[src/hdl/global_config_reset_consts.vh]
// constants for the global configuration and reset control block
`ifndef GLOBAL_CONFIG_RESET_CONSTS_VH
`define GLOBAL_CONFIG_RESET_CONSTS_VH

// register offsets (byte addresses within the global block)
`define OFS_DEVICE_OVERALL_CONFIG 4'h0
`define OFS_DEVICE_RESET_COMMANDS 4'h1
`define OFS_BLOCK_SOFT_RESETS_LO  4'h2
`define OFS_BLOCK_SOFT_RESETS_HI  4'h3

// device_overall_config fields
`define BIT_REGULATOR_SELECT      7
`define POS_WAIT_CODE_HI          6
`define POS_WAIT_CODE_LO          4
`define POS_CONFIG_SELECT_HI      3
`define POS_CONFIG_SELECT_LO      0
`define RST_DEVICE_OVERALL_CONFIG 8'h04

// device_reset_commands fields
`define BIT_DIVIDER_HOLD_N        5
`define BIT_GLOBAL_OUTPUT_ENABLE  4
`define BIT_DIVIDER_ALIGN         1
`define BIT_LOOP_REINIT           0
`define RST_DEVICE_RESET_COMMANDS 8'h30
`define MASK_DEVICE_RESET_COMMANDS 8'h33

// block_soft_resets fields
`define RST_BLOCK_SOFT_RESETS     16'h0000
`define MASK_BLOCK_SOFT_RESETS    16'h09FF
`define NUM_SOFT_RESETS           9

// timing
`define CLOCK_FREQ_HZ             20000000
`define SQUELCH_TIME_NS           10000
`define SQUELCH_CYCLES            ((`SQUELCH_TIME_NS * (`CLOCK_FREQ_HZ / 1000000)) / 1000)
`define WAIT_TIME_1_US            1000
`define WAIT_TIME_2_US            2500
`define WAIT_TIME_3_US            5000
`define WAIT_TIME_4_US            7500
`define WAIT_TIME_5_US            10000
`define WAIT_TIME_6_US            500
`define WAIT_TIME_7_US            15000
`define CYCLES_PER_US             (`CLOCK_FREQ_HZ / 1000000)

`endif

[src/hdl/global_config_reset_control.v]
// global configuration, reset commands and block soft resets
//
// How it works
// - regulator select bit picks 1.25V or 1.32V
// - crystal wait time taken from three-bit code
// - four-bit configuration select, reset to 4
// - cleared hold bit holds both input dividers
// - output enable bit, reset 1, drives outputs
// - align trigger synchronises output dividers, and loop dividers only when the digital loop is enabled
// - outputs squelched about ten microseconds during sync
// - reinit trigger restarts from crystal wait, then oscillator calibration
// - bias calibration held reset while bit set
// - time-to-digital held reset while bit set
// - digital loop held reset while bit set
// - negative input activity monitor held reset
// - positive input activity monitor held reset
// - crystal loss monitor held reset while set
// - negative input loss monitor held reset
// - positive input loss monitor held reset
// - program memory logic held reset while set
`timescale 1ns/10ps
`include "global_config_reset_consts.vh"
module global_config_reset_control #(
  parameter TIMER_WIDTH   = 20,
  parameter CYCLES_PER_US = `CYCLES_PER_US,
  parameter SQUELCH_COUNT = `SQUELCH_CYCLES
) (
  // clock and reset
  input  wire        core_clk,
  input  wire        rstn,
  // serial register port, byte wide
  input  wire [3:0]  regAddr,
  input  wire        regWrite,
  input  wire        regRead,
  input  wire [7:0]  regWriteData,
  output reg  [7:0]  regReadData,
  // device context
  input  wire        digitalLoopEnabled,
  input  wire        calibrationDone,
  // configuration outputs
  output reg         regulatorHighSelect,
  output reg  [2:0]  crystal_startup_wait_code,
  output reg  [3:0]  configSelect,
  output reg         inputDividerHoldN,
  output reg         globalOutputEnable,
  // start-up and synchronisation controls
  output reg         startCalibration,
  output reg         outputDividerSync,
  output reg         feedbackDividerSync,
  output reg         outputSquelch,
  output reg         crystalWaitActive,
  // block soft resets
  output wire        bias_calibration_soft_reset,
  output wire        time_to_digital_soft_reset,
  output wire        digital_loop_soft_reset,
  output wire        negative_input_activity_reset,
  output wire        positive_input_activity_reset,
  output wire        crystal_signal_loss_reset,
  output wire        negative_input_signal_loss_reset,
  output wire        positive_input_signal_loss_reset,
  output wire        program_memory_soft_reset
);

  localparam ST_IDLE      = 2'h0;
  localparam ST_XTAL_WAIT = 2'h1;
  localparam ST_CALIBRATE = 2'h2;
  localparam ST_SQUELCH   = 2'h3;

  // crystal wait per code, in microseconds, sized to the timer
  localparam [TIMER_WIDTH-1:0] WAIT_US_CODE0 = `WAIT_TIME_1_US;
  localparam [TIMER_WIDTH-1:0] WAIT_US_CODE1 = `WAIT_TIME_2_US;
  localparam [TIMER_WIDTH-1:0] WAIT_US_CODE2 = `WAIT_TIME_3_US;
  localparam [TIMER_WIDTH-1:0] WAIT_US_CODE3 = `WAIT_TIME_4_US;
  localparam [TIMER_WIDTH-1:0] WAIT_US_CODE4 = `WAIT_TIME_5_US;
  localparam [TIMER_WIDTH-1:0] WAIT_US_CODE5 = `WAIT_TIME_6_US;
  localparam [TIMER_WIDTH-1:0] WAIT_US_CODE6 = `WAIT_TIME_7_US;

  // writable bits of the soft reset word
  localparam [15:0] SOFT_MASK = `MASK_BLOCK_SOFT_RESETS;

  reg  [7:0]             overallConfig;
  reg  [7:0]             resetCommands;
  reg  [15:0]            softResets;
  reg  [1:0]             state;
  reg  [1:0]             next_state;
  reg                    timerLoad;
  reg  [TIMER_WIDTH-1:0] timerValue;
  reg  [TIMER_WIDTH-1:0] waitUs;
  wire                   timerBusy;
  wire                   timerDone;
  wire                   alignRise;
  wire                   reinitRise;

  wire writeCfg = regWrite && (regAddr == `OFS_DEVICE_OVERALL_CONFIG);
  wire writeCmd = regWrite && (regAddr == `OFS_DEVICE_RESET_COMMANDS);
  wire writeLo  = regWrite && (regAddr == `OFS_BLOCK_SOFT_RESETS_LO);
  wire writeHi  = regWrite && (regAddr == `OFS_BLOCK_SOFT_RESETS_HI);

  // triggers fire on a written 0-to-1 edge only
  assign alignRise  = writeCmd && regWriteData[`BIT_DIVIDER_ALIGN]
                      && !resetCommands[`BIT_DIVIDER_ALIGN];
  assign reinitRise = writeCmd && regWriteData[`BIT_LOOP_REINIT]
                      && !resetCommands[`BIT_LOOP_REINIT];

  // register file
  always @(posedge core_clk or negedge rstn) begin
    if (!rstn) begin
      overallConfig <= `RST_DEVICE_OVERALL_CONFIG;
      resetCommands <= `RST_DEVICE_RESET_COMMANDS;
      softResets    <= `RST_BLOCK_SOFT_RESETS;
    end else begin
      if (writeCfg)
        overallConfig <= regWriteData;
      if (writeCmd)
        resetCommands <= regWriteData & `MASK_DEVICE_RESET_COMMANDS;
      if (writeLo)
        softResets[7:0] <= regWriteData;
      if (writeHi)
        softResets[15:8] <= regWriteData & SOFT_MASK[15:8];
    end
  end

  // read data, unmapped addresses read zero
  always @(posedge core_clk or negedge rstn) begin
    if (!rstn) begin
      regReadData <= 8'h00;
    end else if (regRead) begin
      case (regAddr)
        `OFS_DEVICE_OVERALL_CONFIG: regReadData <= overallConfig;
        `OFS_DEVICE_RESET_COMMANDS: regReadData <= resetCommands;
        `OFS_BLOCK_SOFT_RESETS_LO:  regReadData <= softResets[7:0];
        `OFS_BLOCK_SOFT_RESETS_HI:  regReadData <= softResets[15:8];
        default:                    regReadData <= 8'h00;
      endcase
    end
  end

  // configuration outputs
  always @(posedge core_clk or negedge rstn) begin
    if (!rstn) begin
      regulatorHighSelect       <= 1'b0;
      crystal_startup_wait_code <= 3'h0;
      configSelect              <= 4'h4;
      inputDividerHoldN         <= 1'b1;
      globalOutputEnable        <= 1'b1;
    end else begin
      regulatorHighSelect       <= overallConfig[`BIT_REGULATOR_SELECT];
      crystal_startup_wait_code <= overallConfig[`POS_WAIT_CODE_HI:`POS_WAIT_CODE_LO];
      configSelect              <= overallConfig[`POS_CONFIG_SELECT_HI:`POS_CONFIG_SELECT_LO];
      inputDividerHoldN         <= resetCommands[`BIT_DIVIDER_HOLD_N];
      globalOutputEnable        <= resetCommands[`BIT_GLOBAL_OUTPUT_ENABLE];
    end
  end

  // crystal wait in microseconds per code; reserved code uses 1 ms
  always @* begin
    case (overallConfig[`POS_WAIT_CODE_HI:`POS_WAIT_CODE_LO])
      3'h1:    waitUs = WAIT_US_CODE1;
      3'h2:    waitUs = WAIT_US_CODE2;
      3'h3:    waitUs = WAIT_US_CODE3;
      3'h4:    waitUs = WAIT_US_CODE4;
      3'h5:    waitUs = WAIT_US_CODE5;
      3'h6:    waitUs = WAIT_US_CODE6;
      default: waitUs = WAIT_US_CODE0;
    endcase
  end

  // sequencer: reinit wins over align when both arrive together
  always @* begin
    next_state = state;
    timerLoad  = 1'b0;
    timerValue = SQUELCH_COUNT[TIMER_WIDTH-1:0];
    case (state)
      ST_IDLE: begin
        if (reinitRise) begin
          next_state = ST_XTAL_WAIT;
          timerLoad  = 1'b1;
          timerValue = waitUs * CYCLES_PER_US[TIMER_WIDTH-1:0];
        end else if (alignRise) begin
          next_state = ST_SQUELCH;
          timerLoad  = 1'b1;
        end
      end
      ST_XTAL_WAIT: begin
        if (timerDone)
          next_state = ST_CALIBRATE;
      end
      ST_CALIBRATE: begin
        if (calibrationDone) begin
          next_state = ST_SQUELCH;
          timerLoad  = 1'b1;
        end
      end
      ST_SQUELCH: begin
        if (timerDone)
          next_state = ST_IDLE;
      end
      default: next_state = ST_IDLE;
    endcase
  end

  always @(posedge core_clk or negedge rstn) begin
    if (!rstn) begin
      state               <= ST_IDLE;
      startCalibration    <= 1'b0;
      outputDividerSync   <= 1'b0;
      feedbackDividerSync <= 1'b0;
      outputSquelch       <= 1'b0;
      crystalWaitActive   <= 1'b0;
    end else begin
      state               <= next_state;
      startCalibration    <= (state == ST_XTAL_WAIT) && timerDone;
      outputDividerSync   <= timerLoad && (next_state == ST_SQUELCH);
      feedbackDividerSync <= timerLoad && (next_state == ST_SQUELCH)
                             && digitalLoopEnabled;
      outputSquelch       <= (next_state == ST_SQUELCH);
      crystalWaitActive   <= (next_state == ST_XTAL_WAIT);
    end
  end

  startup_timer #(
    .WIDTH (TIMER_WIDTH)
  ) u_timer (
    .core_clk  (core_clk),
    .rstn      (rstn),
    .load      (timerLoad),
    .loadValue (timerValue),
    .busy      (timerBusy),
    .done      (timerDone)
  );

  // soft resets held while their bits are set
  assign bias_calibration_soft_reset      = softResets[8];
  assign time_to_digital_soft_reset       = softResets[7];
  assign digital_loop_soft_reset          = softResets[6];
  assign negative_input_activity_reset    = softResets[5];
  assign positive_input_activity_reset    = softResets[4];
  assign crystal_signal_loss_reset        = softResets[3];
  assign negative_input_signal_loss_reset = softResets[2];
  assign positive_input_signal_loss_reset = softResets[1];
  assign program_memory_soft_reset        = softResets[0];

endmodule // global_config_reset_control

[src/hdl/startup_timer.v]
// down-counter that measures one start-up or squelch interval
`timescale 1ns/10ps
module startup_timer #(
  parameter WIDTH = 20
) (
  // clock and reset
  input  wire             core_clk,
  input  wire             rstn,
  // control
  input  wire             load,
  input  wire [WIDTH-1:0] loadValue,
  // status
  output reg              busy,
  output wire             done
);

  reg [WIDTH-1:0] count;

  assign done = busy && (count == {{(WIDTH-1){1'b0}}, 1'b1});

  always @(posedge core_clk or negedge rstn) begin
    if (!rstn) begin
      count <= {WIDTH{1'b0}};
      busy  <= 1'b0;
    end else if (load) begin
      count <= loadValue;
      busy  <= 1'b1;
    end else if (busy) begin
      count <= count - {{(WIDTH-1){1'b0}}, 1'b1};
      if (done)
        busy <= 1'b0;
    end
  end

endmodule // startup_timer

[config.mk]
export PLATFORM = sky130hd
export DESIGN_NAME = global_config_reset_control
export DESIGN_NICKNAME = d
export VERILOG_FILES = /design/src/hdl/global_config_reset_control.v /design/src/hdl/startup_timer.v
export VERILOG_INCLUDE_DIRS = /design/src /design/src/hdl
export SDC_FILE = /design/constraint.sdc
export NUM_CORES = 1
export LEC_CHECK = 0
export ABC_AREA = 1
export BUFFER_PORTS_ARGS = -buffer_cell sky130_fd_sc_hd__buf_2
export CAP_MARGIN = 20
export CORE_ASPECT_RATIO = 0.75
export CORE_UTILIZATION = 50
export CTS_CLUSTER_SIZE = 28
export DETAILED_ROUTE_END_ITERATION = 10
export GPL_TIMING_DRIVEN = 0
export PLACE_DENSITY_LB_ADDON = 0.05
export SLEW_MARGIN = 20
export SYNTH_ARGS = -nofsm -noshare
export SYNTH_HDL_FRONTEND = slang
export SYNTH_SLANG_ARGS = --single-unit
[constraint.sdc]
create_clock -name core_clk -period 5.3 [get_ports core_clk]
set_clock_uncertainty 0.15 [all_clocks]
set_input_delay 0.265 -clock core_clk [delete_from_list [all_inputs] [get_ports core_clk]]
set_output_delay 0.265 -clock core_clk [all_outputs]
set_load 0.005 [all_outputs]
==> Flow_metrics.wiki <==
{| class="wikitable"
! Metric !! Value
|-
| Result of the run || completed
|-
| Number of cells on the worst hold path || 3
|-
| Source-to-sink clock delay at the later pin of the worst-skew pair || 0.36 ns
|-
| Cell area after placement || between 4000 and 5000 um2
|-
| Synth warnings || 0
|-
| Min Tclk post-route || 3.32 ns
|-
| Reg2reg end || u_timer.count[13]
|-
| Largest fanout on the critical path || 7
|-
| Startpoint of the tightest hold check path || regWriteData[6]
|-
| End point of the worst hold path || overallConfig[6]
|-
| Internal power component || 1.03 mW
|-
| Clk pin slew, worst setup/hold paths || approximately 0.090 ns
|-
| Tightest slew margin relative to the limit || roughly 63%
|-
| Cell Pwr Density || 364 nW/um2
|-
| Effective utilization at floorplan || between 50% and 60%
|-
| Final instance area || 4610 um2
|-
| Total power after layout || between 1.5 and 2 mW
|-
| Post-place setup slack || between 2 and 2.5 ns
|-
| Static power due to leakage || 2.54 nW
|-
| Setup slack of the critical path after layout || a little under 2 ns
|-
| Setup repair after global routing missed its margin || no
|-
| Placed cell count || ~670
|-
| Overall die height || around 80 um
|-
| DRC errors left || 0
|-
| Crit path launch type || register
|-
| Fraction of layout instances using a drive strength above 1 || a little under a fifth
|-
| Count of pins over their slew limit || 0
|-
| Post-CTS sizing || 0
|-
| Area added between synthesis and finish || 14.9%
|-
| Number of search-and-repair iterations in the first detailed-routing pass || 5
|-
| Share of the yosys chip area belonging to registers || 42.6%
|-
| Filler-free cell count of the finished design || between 600 and 700
|-
| DP Wirelength || around 7.4 mm
|-
| Via count || about 3.6k
|-
| Part of the power in combinational logic || between 30% and 40%
|-
| Unique cell type count in the Yosys netlist || 44
|-
| Aggregate global-route resource usage || 26.2%
|-
| Area of the mapped netlist || 4020 um2
|-
| Horiz. Die Dim || 105 um
|-
| Count of buffers inserted at the top-level ports || 48
|-
| Count of final setup violators || 0
|-
| Switching part of the total || between 30% and 40%
|-
| Flop and latch count out of synthesis || 68
|-
| Critical path required time || about 5.4 ns
|-
| Clock sinks || slightly below 70
|-
| Worst Hold Class || in -> reg
|-
| Average detailed-routed wire length per instance || 14.2 um
|-
| Synthesized netlist cell count || between 500 and 600
|-
| Post-CTS Setup Bufs || 0
|-
| Vias in the first global route || roughly 3.4k
|-
| Transition time of the tightest slew-check pin || about 0.55 ns
|-
| CTS Hold Buffers Added || 3
|-
| Power share of the clock group || between 20% and 30%
|-
| Worst hold slack after final layout || 0.0216 ns
|-
| Number of buffers added by the clock tree synthesis step || 9
|-
| Total Nets Final || 615
|-
| Violation count after the first detailed-route iteration || about 230
|-
| Most instantiated flip-flop cell in the synthesis netlist || dfrtp_1
|-
| Maximum Capacitance Violations || 0
|-
| First-pass GRT wire length || 16.8 mm
|-
| Routed Antenna Nets || 0
|-
| Startpoint of the worst register-to-register path || overallConfig[5]
|-
| Largest net degree at the start of global routing || 44
|-
| Total routed wirelength || roughly 10 mm
|-
| Switching power || around 0.65 mW
|-
| Root Buffer Master || clkbuf_8
|-
| Fillers || 722
|-
| Total overflow reported by the global router || 0
|-
| Worst reg-to-reg setup slack || slightly below 2 ns
|-
| Number of antenna violations at the first check in global routing || 0
|-
| Total Die Area || roughly 8400 um2
|-
| Final antenna diode count || 0
|-
| Final worst-path cycle share || 62.7%
|-
| Number of endpoints with negative hold slack in the final report || 0
|-
| Worst reg-to-reg path cell count || 17
|-
| Category of the worst setup path capture point || register
|-
| Count of flip-flops with a built-in enable after synthesis || 0
|-
| Utilization after layout || 61.0%
|-
| Maximum clock rate || 301 MHz
|-
| Detail-routed via count per cell || between 5 and 6
|-
| Arrival time reported for the critical path endpoint || 3.42 ns
|-
| Final-layout setup total negative slack || 0 ns
|-
| Critical path class || reg -> reg
|-
| Core footprint || approximately 7600 um2
|-
| Io pins || 50
|-
| Maximum buffer depth of the clock tree || 2
|-
| Net Count, Synth || between 500 and 600
|-
| CTS H-tree depth || 3
|-
| Worst supply voltage drop on vdd || 0.000208 V
|-
| Std cell rows || 27
|-
| Synthesized area per cell || 7.78 um2
|-
| Placer's final routability congestion estimate || approximately 0.9
|-
| Clock tree from TritonCTS || built
|-
| Sequential group share of total power || between 40% and 50%
|-
| Ys async rst share || 100%
|}
[worst max-delay path: stages, from the launching register on]
cell	delay, ns
dfrtp_1	0.47
inv_1	0.18
nor2_1	0.07
nor2_1	0.24
inv_1	0.10
nor2_1	0.19
ha_1	0.27
ha_1	0.23
fa_1	0.39
nand2_1	0.09
nand2_1	0.07
nand2_1	0.09
o21ai_0	0.14
or2_1	0.24
nand3_1	0.13
nand2_1	0.07
nand2_1	0.05
inv_1	0.03
[state kept, by name, summed over array words and instances (netlist names), 2 cells and up]
signal,cells
u_timer.count,20
state,2
resetCommands,4
configSelect,4
crystal_startup_wait_code,3
regReadData,8
softResets,10
overallConfig,8
[synth_stat cells (3+ instances only)]
cell type / count / area (um2)
nor2_1: 58 / 218
dfstp_2: 6 / 158
dfrtp_1: 62 / 1550
inv_2: 5 / 18.8
xor2_1: 7 / 61.3
nand3_1: 45 / 225
o21ai_0: 32 / 160
nor3_1: 6 / 30.0
buf_6: 4 / 45.0
ha_1: 17 / 213
a21oi_1: 6 / 30.0
nand4_1: 5 / 31.3
nand2_1: 148 / 556
nor2_2: 3 / 18.8
nand2_2: 4 / 25.0
mux2_2: 6 / 67.6
nand2_4: 3 / 33.8
o21ai_1: 7 / 35.0
inv_1: 60 / 225
[layout by cell type (no fill, tap or decap), drive strengths merged, types with 3 or more instances in the layout]
cell type    synthesis  layout
mux2                 6       6
nand2              156     156
nand4                7       7
ha                  17      17
inv                 66      66
xor2                 7       7
nor2                64      64
a21oi                7       7
clkinv               0       5
nand3               47      47
nor3                 6       6
or2                  4       4
dfrtp               62      62
dlygate4sd3          0       3
dfstp                6       6
o21ai               39      39
buf                  6      55
clkbuf               2      12
[how the worst max path moves through the flow]
stage | from | slack (ns) | endpoint
5_1_grt | overallConfig[6] | 1.66 | u_timer.count[13]
3_3_place_gp | overallConfig[6] | 2.09 | u_timer.count[13]
4_1_cts | overallConfig[5] | 1.99 | u_timer.count[13]
6_report | overallConfig[5] | 1.98 | u_timer.count[13]
3_5_place_dp | overallConfig[5] | 2.02 | u_timer.count[13]
2_1_floorplan | overallConfig[6] | 2.50 | u_timer.count[13]
[power by group through the flow]
stage                     Sequential [mW]  Clock (mW)  Combinational (mW)
after floorplan                     0.692           0               0.418
after global placement              0.706           0               0.563
after detailed placement            0.708           0               0.576
after CTS                           0.699       0.402               0.584
after global routing                0.714       0.422               0.676
final                               0.700       0.394               0.583
[area by class of cell]
class	instances	area (um2)	area share (%)
clock inverter	6	40.0	0.868
tap	101	126	2.74
sequential	68	1710	37.0
timing repair buffer	52	293	6.35
buffer	8	61.3	1.33
inverter	66	250	5.42
multi-input combinational	374	2000	43.3
clock buffer	10	138	2.98
[metal layers]
metal  vias up  track usage [%]  wire (um)  share of wire, %
met5         -                0          0                 0
met1      1689             38.4       5050                52
met2       102             38.7       4060                42
met4         0             6.94         97              0.99
met3        10             6.37        543               5.6
li1       1775                -          -                 -
[logic make-up (layout without fill, tap and decap cells)]
group	count (synthesis)	in the layout	share of synthesized area (%)
buffers and inverters	74	142	7.76
XOR/XNOR	9	9	1.96
AND/OR/NAND/NOR	288	288	33.1
multiplexers	6	6	1.68
adder cells (fa/ha/maj)	18	18	5.79
flip-flops	68	68	42.6
AO/OA/AOI/OAI	53	53	7.20
Power figures use the tool's default switching activity.
